--- src/udec_pkg.sv ---
package udec_pkg;
  // widths of the endpoint settings
  localparam int MPS_W = 11;
  localparam int DMA_W = 2;
  localparam int DATA_W = 8;
  localparam int FIFO_DEPTH = 16;
  // reset values of the settings
  localparam logic [MPS_W-1:0] MPS_RESET = 11'h040;
  localparam logic [DMA_W-1:0] DMA_RESET = 2'h0;
  // endpoint status bit positions
  localparam int ST_W = 7;
  localparam int ST_PKT_READY = 0;
  localparam int ST_OVERRUN = 1;
  localparam int ST_OUT_FULL = 2;
  localparam int ST_IN_NOT_EMPTY = 3;
  localparam int ST_UNDERRUN = 4;
  localparam int ST_IN_STALLED = 5;
  localparam int ST_OUT_STALLED = 6;
  localparam logic [ST_W-1:0] ST_RESET = 7'h00;
  // transfer types
  typedef enum logic [1:0] {
    ep_type_control,
    ep_type_isochronous,
    ep_type_bulk,
    ep_type_interrupt
  } udec_ep_kind_type;
  // transmit side states
  typedef enum logic {
    udec_tx_loading,
    udec_tx_pending
  } udec_tx_state_type;
endpackage

--- src/udec_mem.sv ---
module udec_mem import udec_pkg::*; #(
  parameter int WIDTH = DATA_W,
  parameter int DEPTH = FIFO_DEPTH,
  parameter int AW = $clog2(DEPTH)
) (
  // clock
  input wire logic ref_clk,
  // write port
  input wire logic we,
  input wire logic [AW-1:0] waddr,
  input wire logic [WIDTH-1:0] wdata,
  // read port, data one cycle after the address
  input wire logic [AW-1:0] raddr,
  output logic [WIDTH-1:0] rdata
);
  logic [WIDTH-1:0] words [DEPTH];

  // write-first so a word written to the read address shows at once
  always_ff @(posedge ref_clk) begin
    if (we) begin
      words[waddr] <= wdata;
    end
    if (we && waddr == raddr) begin
      rdata <= wdata;
    end else begin
      rdata <= words[raddr];
    end
  end
endmodule

--- src/udec_fifo.sv ---
module udec_fifo import udec_pkg::*; #(
  parameter int WIDTH = DATA_W,
  parameter int DEPTH = FIFO_DEPTH,
  parameter int AW = $clog2(DEPTH)
) (
  // clock and reset
  input wire logic ref_clk,
  input wire logic rst_n,
  // fill side
  input wire logic in_valid,
  output logic in_ready,
  input wire logic [WIDTH-1:0] in_data,
  // drain side
  output logic out_valid,
  input wire logic out_ready,
  output logic [WIDTH-1:0] out_data,
  // fill level
  output logic [AW:0] count
);
  typedef struct packed {
    logic [AW-1:0] wr;
    logic [AW-1:0] rd;
    logic [AW:0] cnt;
  } udec_fifo_state_type;

  udec_fifo_state_type s;
  udec_fifo_state_type next_s;
  logic push;
  logic pop;

  // refuse a depth the pointers cannot wrap over
  if (DEPTH < 2 || (1 << AW) != DEPTH) begin
    $error("fifo depth must be a power of two");
  end

  // handshakes and level
  assign in_ready = s.cnt != (AW + 1)'(DEPTH);
  assign out_valid = s.cnt != '0;
  assign push = in_valid && in_ready;
  assign pop = out_valid && out_ready;
  assign count = s.cnt;

  // pointer update
  always_comb begin
    next_s = s;
    if (push) begin
      next_s.wr = s.wr + 1'b1;
    end
    if (pop) begin
      next_s.rd = s.rd + 1'b1;
    end
    next_s.cnt = s.cnt + (AW + 1)'(push) - (AW + 1)'(pop);
  end

  always_ff @(posedge ref_clk or negedge rst_n) begin
    if (!rst_n) begin
      s <= '0;
    end else begin
      s <= next_s;
    end
  end

  udec_mem #(.WIDTH(WIDTH), .DEPTH(DEPTH), .AW(AW)) u_mem (
    .ref_clk(ref_clk),
    .we(push),
    .waddr(s.wr),
    .wdata(in_data),
    .raddr(next_s.rd),
    .rdata(out_data)
  );
endmodule

--- src/udec_endpoint.sv ---
// Summary of operation
// - endpoint zero keeps a fixed type and packet size, but its DMA mode follows configuration writes; other endpoints take configuration writes
// - each configurable endpoint stores one of four transfer types
// - each configurable endpoint stores its maximum packet size
// - each endpoint stores a DMA access mode
// - auto transmit starts sending once a full maximum packet is loaded
// - auto request asks for data once no packet is held and room for a maximum packet exists
// - auto clear drops packet ready after the last byte is read
// - software acknowledges read data; endpoint zero also marks the last packet
// - last packet mark is ignored on endpoints other than zero
// - stall is set on the IN or OUT half as selected
// - status clear clears the status bits set in the mask, except out full and IN not empty, which follow the FIFO levels
// - a command switches the controller into device mode
// - the received byte count in the FIFO is reported
// - a zero length packet is a valid packet with count zero
// - a read fails only when no received packet is present
// - loading while a packet is pending stores nothing and reports busy
// - without auto transmit, sending starts only on a start command
module udec_endpoint import udec_pkg::*; #(
  parameter int EP_NUM = 1,
  parameter int DEPTH = FIFO_DEPTH,
  parameter logic [MPS_W-1:0] EP0_MPS = MPS_RESET
) (
  // clock and reset
  input wire logic ref_clk,
  input wire logic rstn,
  // mode command
  input wire logic dev_mode_cmd,
  output logic dev_mode,
  // configuration write
  input wire logic cfg_write,
  input wire logic dir_select_in,
  input wire udec_ep_kind_type cfg_type,
  input wire logic [MPS_W-1:0] cfg_max_packet_bytes,
  input wire logic [DMA_W-1:0] cfg_dma_mode,
  input wire logic cfg_auto_transmit,
  input wire logic cfg_auto_request,
  input wire logic cfg_auto_clear,
  // configuration read back
  output udec_ep_kind_type ep_type,
  output logic [MPS_W-1:0] max_packet_bytes,
  output logic [DMA_W-1:0] ep_dma_access_mode,
  output logic auto_transmit_on_full_packet,
  output logic auto_request_on_drain,
  output logic auto_clear_packet_ready,
  // stall, acknowledge, status clear
  input wire logic stall_cmd,
  input wire logic stall_dir_in,
  input wire logic ack_cmd,
  input wire logic last_packet_indication,
  input wire logic status_clear,
  input wire logic [ST_W-1:0] status_clear_mask,
  output logic [ST_W-1:0] status,
  output logic stall_in,
  output logic stall_out,
  output logic data_end,
  // software load of the IN FIFO
  input wire logic put_valid,
  input wire logic [DATA_W-1:0] put_data,
  output logic put_ready,
  output logic put_busy,
  input wire logic send_cmd,
  // software read of the OUT FIFO
  input wire logic get_req,
  output logic get_fail,
  output logic get_valid,
  input wire logic get_ready,
  output logic [DATA_W-1:0] get_data,
  output logic [$clog2(DEPTH):0] rx_byte_count,
  // bus side, IN direction
  input wire logic link_in_token,
  output logic link_tx_valid,
  input wire logic link_tx_ready,
  output logic [DATA_W-1:0] link_tx_data,
  input wire logic link_tx_done,
  // bus side, OUT direction
  input wire logic link_rx_valid,
  output logic link_rx_ready,
  input wire logic [DATA_W-1:0] link_rx_data,
  input wire logic link_rx_end,
  output logic out_request
);
  localparam int CW = $clog2(DEPTH) + 1;

  typedef struct packed {
    logic dev_mode;
    udec_ep_kind_type ep_type;
    logic [MPS_W-1:0] mps;
    logic [DMA_W-1:0] dma;
    logic auto_tx;
    logic auto_req;
    logic auto_clr;
    udec_tx_state_type tx;
    logic [ST_W-1:0] st;
    logic stall_in;
    logic stall_out;
    logic data_end;
    logic room_prev;
    logic out_request;
  } udec_state_type;

  udec_state_type s;
  udec_state_type next_s;
  logic [1:0] rst_pipe;
  logic rst_n;
  logic tx_in_ready;
  logic tx_out_valid;
  logic [CW-1:0] tx_count;
  logic rx_in_ready;
  logic rx_out_valid;
  logic [CW-1:0] rx_count;
  logic rx_push;
  logic rx_pop;
  logic room;

  // refuse settings the logic cannot serve
  if (EP_NUM < 0 || EP_NUM > 15 || DEPTH < 2) begin
    $error("endpoint number or fifo depth out of range");
  end

  // widen a fifo level for compare with the packet size
  function automatic logic [MPS_W-1:0] lvl(input logic [CW-1:0] c);
    lvl = MPS_W'(c);
  endfunction

  // reset release through two flip-flops
  always_ff @(posedge ref_clk or negedge rstn) begin
    if (!rstn) begin
      rst_pipe <= 2'h0;
    end else begin
      rst_pipe <= {rst_pipe[0], 1'b1};
    end
  end
  assign rst_n = rst_pipe[1];

  // software load path, refused while a packet waits
  assign put_ready = s.tx == udec_tx_loading && tx_in_ready;
  assign put_busy = put_valid && s.tx == udec_tx_pending;
  assign link_tx_valid = s.tx == udec_tx_pending && tx_out_valid;

  // receive path holds one packet at a time
  assign link_rx_ready = !s.st[ST_PKT_READY] && rx_in_ready;
  assign rx_push = link_rx_valid && link_rx_ready;
  assign get_valid = s.st[ST_PKT_READY] && rx_out_valid;
  assign rx_pop = get_valid && get_ready;
  assign get_fail = get_req && !s.st[ST_PKT_READY];
  assign rx_byte_count = rx_count;
  assign room = lvl(CW'(DEPTH) - rx_count) >= s.mps;

  // next state of the endpoint
  always_comb begin
    next_s = s;
    next_s.out_request = 1'b0;
    if (dev_mode_cmd) begin
      next_s.dev_mode = 1'b1;
    end
    if (cfg_write && EP_NUM != 0) begin
      next_s.ep_type = cfg_type;
      next_s.mps = cfg_max_packet_bytes;
      if (dir_select_in) begin
        next_s.auto_tx = cfg_auto_transmit;
      end else begin
        next_s.auto_req = cfg_auto_request;
        next_s.auto_clr = cfg_auto_clear;
      end
    end
    if (cfg_write) begin
      next_s.dma = cfg_dma_mode;
    end
    // transmit state
    unique case (s.tx)
      udec_tx_loading: begin
        if (send_cmd) begin
          next_s.tx = udec_tx_pending;
        end else if (s.auto_tx && lvl(tx_count) >= s.mps && s.mps != '0) begin
          next_s.tx = udec_tx_pending;
        end
      end
      udec_tx_pending: begin
        if (link_tx_done) begin
          next_s.tx = udec_tx_loading;
        end
      end
    endcase
    // stall halves
    if (stall_cmd && stall_dir_in) begin
      next_s.stall_in = 1'b1;
    end
    if (stall_cmd && !stall_dir_in) begin
      next_s.stall_out = 1'b1;
    end
    // acknowledge, last mark kept on endpoint zero only
    next_s.data_end = 1'b0;
    if (ack_cmd) begin
      next_s.st[ST_PKT_READY] = 1'b0;
      next_s.data_end = EP_NUM == 0 && last_packet_indication;
    end
    // software clear first so that events set later win
    if (status_clear) begin
      next_s.st = next_s.st & ~status_clear_mask;
    end
    if (status_clear && status_clear_mask[ST_IN_STALLED]) begin
      next_s.stall_in = 1'b0;
    end
    if (status_clear && status_clear_mask[ST_OUT_STALLED]) begin
      next_s.stall_out = 1'b0;
    end
    if (s.auto_clr && rx_pop && rx_count == CW'(1)) begin
      next_s.st[ST_PKT_READY] = 1'b0;
    end
    // bus events
    if (link_rx_end && !s.st[ST_PKT_READY]) begin
      next_s.st[ST_PKT_READY] = 1'b1;
    end
    if (link_rx_valid && !link_rx_ready) begin
      next_s.st[ST_OVERRUN] = 1'b1;
    end
    if (link_in_token && s.stall_in) begin
      next_s.st[ST_IN_STALLED] = 1'b1;
    end
    if (link_rx_valid && s.stall_out) begin
      next_s.st[ST_OUT_STALLED] = 1'b1;
    end
    if (link_in_token && !s.stall_in && s.tx == udec_tx_loading) begin
      next_s.st[ST_UNDERRUN] = 1'b1;
    end
    next_s.st[ST_OUT_FULL] = !rx_in_ready;
    next_s.st[ST_IN_NOT_EMPTY] = tx_count != '0;
    // request on the rising edge of free room
    next_s.room_prev = s.auto_req && !s.st[ST_PKT_READY] && room;
    if (next_s.room_prev && !s.room_prev) begin
      next_s.out_request = 1'b1;
    end
  end

  // state register with fixed endpoint zero settings
  always_ff @(posedge ref_clk or negedge rst_n) begin
    if (!rst_n) begin
      s <= '0;
      s.ep_type <= ep_type_control;
      s.mps <= EP_NUM == 0 ? EP0_MPS : MPS_RESET;
      s.dma <= DMA_RESET;
      s.st <= ST_RESET;
      s.tx <= udec_tx_loading;
    end else begin
      s <= next_s;
    end
  end

  // outputs from the state register
  assign dev_mode = s.dev_mode;
  assign ep_type = s.ep_type;
  assign max_packet_bytes = s.mps;
  assign ep_dma_access_mode = s.dma;
  assign auto_transmit_on_full_packet = s.auto_tx;
  assign auto_request_on_drain = s.auto_req;
  assign auto_clear_packet_ready = s.auto_clr;
  assign status = s.st;
  assign stall_in = s.stall_in;
  assign stall_out = s.stall_out;
  assign data_end = s.data_end;
  assign out_request = s.out_request;

  udec_fifo #(.WIDTH(DATA_W), .DEPTH(DEPTH)) u_tx_fifo (
    .ref_clk(ref_clk),
    .rst_n(rst_n),
    .in_valid(put_valid && put_ready),
    .in_ready(tx_in_ready),
    .in_data(put_data),
    .out_valid(tx_out_valid),
    .out_ready(link_tx_ready && s.tx == udec_tx_pending),
    .out_data(link_tx_data),
    .count(tx_count)
  );

  udec_fifo #(.WIDTH(DATA_W), .DEPTH(DEPTH)) u_rx_fifo (
    .ref_clk(ref_clk),
    .rst_n(rst_n),
    .in_valid(rx_push),
    .in_ready(rx_in_ready),
    .in_data(link_rx_data),
    .out_valid(rx_out_valid),
    .out_ready(rx_pop),
    .out_data(get_data),
    .count(rx_count)
  );
endmodule

--- config.mk ---
export PLATFORM = sky130hd
export DESIGN_NAME = udec_endpoint
export DESIGN_NICKNAME = d
export VERILOG_FILES = /design/src/udec_pkg.sv /design/src/udec_mem.sv /design/src/udec_fifo.sv /design/src/udec_endpoint.sv
export SDC_FILE = /design/constraint.sdc
export NUM_CORES = 1
export LEC_CHECK = 0
export BUFFER_PORTS_ARGS = -buffer_cell sky130_fd_sc_hd__clkbuf_2
export CAP_MARGIN = 20
export CORE_AREA = 4 4 167 169
export DETAILED_ROUTE_END_ITERATION = 6
export DIE_AREA = 0 0 171 173
export PLACE_DENSITY = 0.73
export RECOVER_POWER = 100
export SYNTH_ARGS = -nofsm -noshare
export SYNTH_HDL_FRONTEND = slang
export SYNTH_SLANG_ARGS = --single-unit
export TNS_END_PERCENT = 10
--- constraint.sdc ---
create_clock -name ref_clk -period 5.15 [get_ports ref_clk]
set_input_delay 0.515 -clock ref_clk [delete_from_list [all_inputs] [get_ports ref_clk]]
set_output_delay 0.515 -clock ref_clk [all_outputs]
set_load 0.05 [all_outputs]
==> metrics.txt, run 1 <==
result of the run=finished, violations left; violations in the final reports=capacitance limit, slew limit; list of most frequent post-synthesis cells=sky130_fd_sc_hd__edfxtp_1, sky130_fd_sc_hd__mux4_2, sky130_fd_sc_hd__dfrtp_1, sky130_fd_sc_hd__nand2_1, sky130_fd_sc_hd__ha_1; critical path launch point type=flip-flop; Detailed Routing Iterations Pass 1=5; syn avg cell area=17.82 um2; EDFF count, synth=256; y dimension of the die=173 um; minimum clock period after layout=3.993 ns; final-report hold violation count=0; initial standard-cell utilization of the core=~49%; Yosys top cell area share=58.61%; DR DRC count=0; Row Count=60; vias in the first global route=approximately 7300; unrepaired setup endpoints after global routing=false; path type of the worst min-delay path=in2reg; most used standard cell by instance count after synthesis=sky130_fd_sc_hd__edfxtp_1; power density cells=564.5 nW/um2; pin slew with the least headroom to its limit=between 3 and 4 ns; area leader, netlist=sky130_fd_sc_hd__edfxtp_1; period utilization=77.53%; number of buffers inserted during clock tree synthesis=34; number of buffers added on ports=112; max-capacitance violation count=3; TritonCTS clock tree=built; Clock Latency Late Sink=0.51 ns; unique cell type count in the Yosys netlist=45; cell-by-cell listing of the critical path=buf_4 -> mux4_2 -> a22oi_1 -> nand2_1 -> clkbuf_2; PnR worst setup slack=between 1 and 1.5 ns; Post-Syn Nets=about 830; fraction of final layout cells sized beyond drive strength 1=20.46%; antenna fix cells=0; Total Negative Setup Slacks=0 ns; proportion of register bits with asynchronous set or reset after synthesis=18.27%; average wire per cell in the routed design=20.67 um; Horiz. Die Dim=around 170 um; via density per instance=5.522; number of gates resized after CTS=0; core outline area=26580 um2; required time at the worst-slack endpoint=4.64 ns; critical path class=reg2out; clock-pin slew of the registers on the worst-case setup and hold paths=roughly 0.060 ns; first-pass GRT wire length=just over 40000 um; Relative slew margins=-106.9%; slowest CP cell=sky130_fd_sc_hd__dfxtp_1; sequential element share of the synthesized area=71.10%; initial antenna violation count=0; IR Drop Worst-Case VDD=about 370 uV; placer's final routability congestion estimate=0.7506; worst-case clock buffer depth=3; number of nets with antenna violations after detailed routing=0; CTS root buffer=sky130_fd_sc_hd__clkbuf_16; Post-Place Worst Slack=2.162 ns; Clock Sink Count=323; number of endpoints failing setup at the final stage=0; Post-CTS Hold Buffers=1; synthesis-to-finish area growth=12.94%; CP max stage delay=about 1.4 ns; depth of the CTS H-tree=2; post-DP HPWL=16210 um; area of the mapped netlist=13120 um2; count of vias placed by the detailed router=about 6700; Detailed Route Iter0 Violations=approximately 470; overall routing resource usage=17.47%; maximum clock rate=250.5 MHz; final slew viol count=107; static leakage power=0.005210 uW; CP delay by family, top=flip-flops; Remaining Overflow, GRT=0; synthesized instance count=736; largest net degree at the start of global routing=58; area of the die=29580 um2; critical path arrival=3.48 ns; maximum fanout along the worst path=24; number of primary I/O pins=117; leading register cell type out of synthesis=sky130_fd_sc_hd__edfxtp_1; count of buffer and inverter cells on the critical path=2; type of element capturing the critical path=primary output; Synth area leaders=sky130_fd_sc_hd__edfxtp_1, sky130_fd_sc_hd__dfrtp_1, sky130_fd_sc_hd__mux4_2; DRT Wirelength=24930 um; number of register bits inferred by synthesis=between 300 and 400; post-layout net count=between 900 and 1000; setup clock skew after layout=between 0.02 and 0.025 ns; count of warnings emitted by yosys=0; count of buffers added by post-CTS timing repair for setup=0
==> metal layers <==
| layer | part of all wire (%) | track usage (%) | routed length (um) |
|---|---|---|---|
| met1 | 43 | 24.77 | 10690 |
| met2 | 49 | 27.58 | 12250 |
| met3 | 5.9 | 4.070 | 1462 |
| met4 | 2.1 | 4.721 | 517 |
| met5 | 0 | 0 | 0 |
==> per-stage QoR <==
step	utilization (%)	area [um2]	std cells	total power (uW)	hold WS (ns)
2_1_floorplan	-	13120	736	5553	0.2194
3_3_place_gp	52.10	13850	1143	6134	0.3015
3_5_place_dp	52.16	13860	1144	6195	0.3021
4_1_cts	56.20	14930	1206	8512	0.1752
5_1_grt	55.74	14810	1206	8847	0.1889
6_report	55.74	14810	1206	8363	0.1942
==> final cells by class <==
type                            instances  area, um2
Fill cell                            2114      11760
Sequential cell                       323       9326
Multi-Input combinational cell        335       3362
Clock buffer                           48      975.9
Timing Repair Buffer                  122      545.5
Tap cell                              341      426.7
Inverter                               24      90.09
Clock inverter                         13      87.58
==> report_power, final <==
group          switching [uW]  total [uW]  leakage (uW)  internal, uW
sequential                311        3420       0.00307          3110
combinational            1650        2640       0.00162           988
clock                     972        2310      0.000516          1330
==> placed cells by master, fill, tap and decap left out, drive strengths merged, types with 3 or more instances in the layout <==
master	instances
buf	5
dfxtp	8
clkbuf	164
clkinv	10
nand2	48
mux4	64
nor3	7
xor2	4
dfrtp	58
edfxtp	256
and2	23
a21oi	12
ha	36
nor2	24
nand2b	4
inv	26
o21ai	11
a22o	3
xnor2	18
mux2	15
a22oi	32
nand4	6
nor2b	8
==> worst paths after layout <==
kind                       depth (start not counted)                 start  slack [ns]        endpoint
min in group asynchronous                          2                  rstn        0.32     rst_pipe[0]
hold reg to reg                                    0           rst_pipe[0]        0.35     rst_pipe[1]
setup / recovery                                   5             flip-flop        1.16     get_data[1]
setup reg to reg                                   1           rst_pipe[1]        2.02  u_rx_fifo.s[9]
hold / removal                                     2  status_clear_mask[6]        0.19       stall_out
max in group asynchronous                          1           rst_pipe[1]        2.02  u_rx_fifo.s[9]
==> cell families (layout without fill, tap and decap cells) <==
kind of cell | count (synthesis) | in the layout | share of synthesized area (%)
AND/OR/NAND/NOR | 130 | 130 | 4.894
XOR/XNOR | 22 | 22 | 1.469
buffers and inverters | 78 | 207 | 3.176
flip-flops | 323 | 323 | 71.10
multiplexers | 79 | 79 | 12.31
other | 2 | 2 | 0.05726
adder cells (fa/ha/maj) | 38 | 38 | 3.739
AO/OA/AOI/OAI | 64 | 64 | 3.262
==> sequential cells by signal (all words and copies together), names as in the netlist, 2 cells and up, named ones only <==
register	count
max_packet_bytes	11
s	2
u_rx_fifo.s	8
status	7
u_rx_fifo.u_mem.words	128
u_rx_fifo.count	5
ep_dma_access_mode	2
ep_type	2
u_tx_fifo.count	5
u_tx_fifo.u_mem.words	128
rst_pipe	2
u_tx_fifo.s	8
Power figures use the tool's default switching activity.
==> run 2, diff against run 1 <==
- PLACE_DENSITY: 0.73 -> 0.76
- clock period: 5.15 -> 3.2 ns (I/O delays scaled with it)
==> run 2 against run 1 <==
The run now ends clean. First-iteration DRC count rose by 5.8%. Wire length rose by 3.9%. Critical endpoint is now u_tx_fifo.count[4]. Sequential cell count did not move. Largest power group unchanged.
==> metrics.txt, run 2 (synthesis results as in run 1) <==
IR Drop Worst-Case VDD=518.9 uV; synthesis-to-finish area growth=14.09%; number of primary I/O pins=117; slowest CP cell=sky130_fd_sc_hd__or4b_1; Horiz. Die Dim=between 150 and 200 um; share of the core filled with cells=56.31%; minimum clock period after layout=2.914 ns; cell-by-cell listing of the critical path=inv_1 -> ha_1 -> or4b_1 -> and3_1 -> ha_1 -> inv_1 -> ha_1 -> fa_1 -> a21oi_1 -> nor2_1 -> nor2_1 -> xnor2_1; y dimension of the die=roughly 170 um; # fillers=2046; non-filler instance count after layout=1231; critical path launch point type=flip-flop; required time at the worst-slack endpoint=3.67 ns; count of buffer and inverter cells on the critical path=2; area of the die=29580 um2; number of nets with antenna violations after detailed routing=0; antenna fix cells=0; depth of the CTS H-tree=1; number of buffers inserted during clock tree synthesis=30; setup clock skew after layout=0.02655 ns; initial antenna violation count=0; Post-Place Worst Slack=roughly 0.39 ns; Clock Sink Count=323; placer's final routability congestion estimate=slightly below 0.8; leading cell type in the layout, fill and taps excluded=sky130_fd_sc_hd__edfxtp_1; FF/Latch Area=9326 um2; TritonCTS clock tree=built; period utilization=91.07%; final slew viol count=0; number of buffers added on ports=112; Total Negative Setup Slacks=0 ns; critical path class=reg2reg; fraction of final layout cells sized beyond drive strength 1=around 20%; first-pass GRT wire length=41250 um; worst-case clock buffer depth=3; Row Count=60; post-DP HPWL=16370 um; DR DRC count=0; maximum fanout along the worst path=5; unrepaired setup endpoints after global routing=false; result of the run=completed; most repeated library cell on the critical path=sky130_fd_sc_hd__ha_1; path type of the worst min-delay path=in2reg; commonest non-fill, non-tap cells in the layout=sky130_fd_sc_hd__edfxtp_1, sky130_fd_sc_hd__clkbuf_1, sky130_fd_sc_hd__mux4_2; CP delay by family, top=adder cells; DRT Wirelength=25890 um; power density cells=895.8 nW/um2; Remaining Overflow, GRT=0; Detailed Routing Iterations Pass 1=5; type of element capturing the critical path=flip-flop; Clock Latency Late Sink=0.55 ns; PnR worst setup slack=between 0.2 and 0.3 ns; post-layout net count=964; vias in the first global route=7217; Relative slew margins=20.84%; max-capacitance violation count=0; count of vias placed by the detailed router=6911; number of endpoints failing setup at the final stage=0; clock-pin slew of the registers on the worst-case setup and hold paths=0.06 ns; critical path arrival=3.38 ns; CP max stage delay=0.51 ns; CTS root buffer=sky130_fd_sc_hd__clkbuf_16; maximum clock rate=343.1 MHz; number of gates resized after CTS=0; Post-CTS Hold Buffers=19; final-report hold violation count=0; average wire per cell in the routed design=about 21 um; core outline area=about 27000 um2; via density per instance=5.614; largest net degree at the start of global routing=33; count of buffers added by post-CTS timing repair for setup=0; pin slew with the least headroom to its limit=1.187 ns; overall routing resource usage=17.86%; initial standard-cell utilization of the core=49.35%; Detailed Route Iter0 Violations=492; dpl cells=1156; static leakage power=0.005267 uW; area taken by multi-input logic gates=3362 um2
-- run 2: per-layer routing --
layer	part of all wire (%)	vias up	track usage [%]
met1	40	3496	25.31
met2	49	316	28.32
met3	9.0	38	4.092
met5	0	-	0
met4	2.1	0	4.754
li1	-	3061	-
-- run 2: final timing paths --
check                              startpoint  slack (ns)                       to  depth (start not counted)
min                            cfg_auto_clear        0.02  auto_clear_packet_ready                          2
max                        u_tx_fifo.count[2]        0.29       u_tx_fifo.count[4]                         12
max in group asynchronous         rst_pipe[1]        1.35       u_rx_fifo.count[2]                          1
min in group asynchronous                rstn        0.09              rst_pipe[0]                          2
min reg2reg                       rst_pipe[0]        0.35              rst_pipe[1]                          0
max reg2reg                u_tx_fifo.count[2]        0.29       u_tx_fifo.count[4]                         12
-- run 2: per-stage QoR --
step / hold WS (ns) / instance area [um2] / total power [uW]
after CTS: 0.0002396 / 15140 / 13600
after floorplan: 0.02441 / 13120 / 8938
after detailed placement: 0.1091 / 13970 / 10050
after global placement: 0.1078 / 13970 / 9971
final: 0.01936 / 14960 / 13400
after global routing: 0.006224 / 14960 / 14090
-- run 2: power breakdown --
part	internal, uW	switching, uW
clock network	2060	1460
registers	5000	330
logic	1630	2930
-- run 2: final cells by class --
type / instances / share of cell area (%)
inverters: 24 / 0.6020
clock buffers: 49 / 5.970
multi-input cells: 335 / 22.47
repair buffers: 152 / 5.201
flip-flops and latches: 323 / 62.32
clock inverters: 7 / 0.5853
well taps: 341 / 2.851
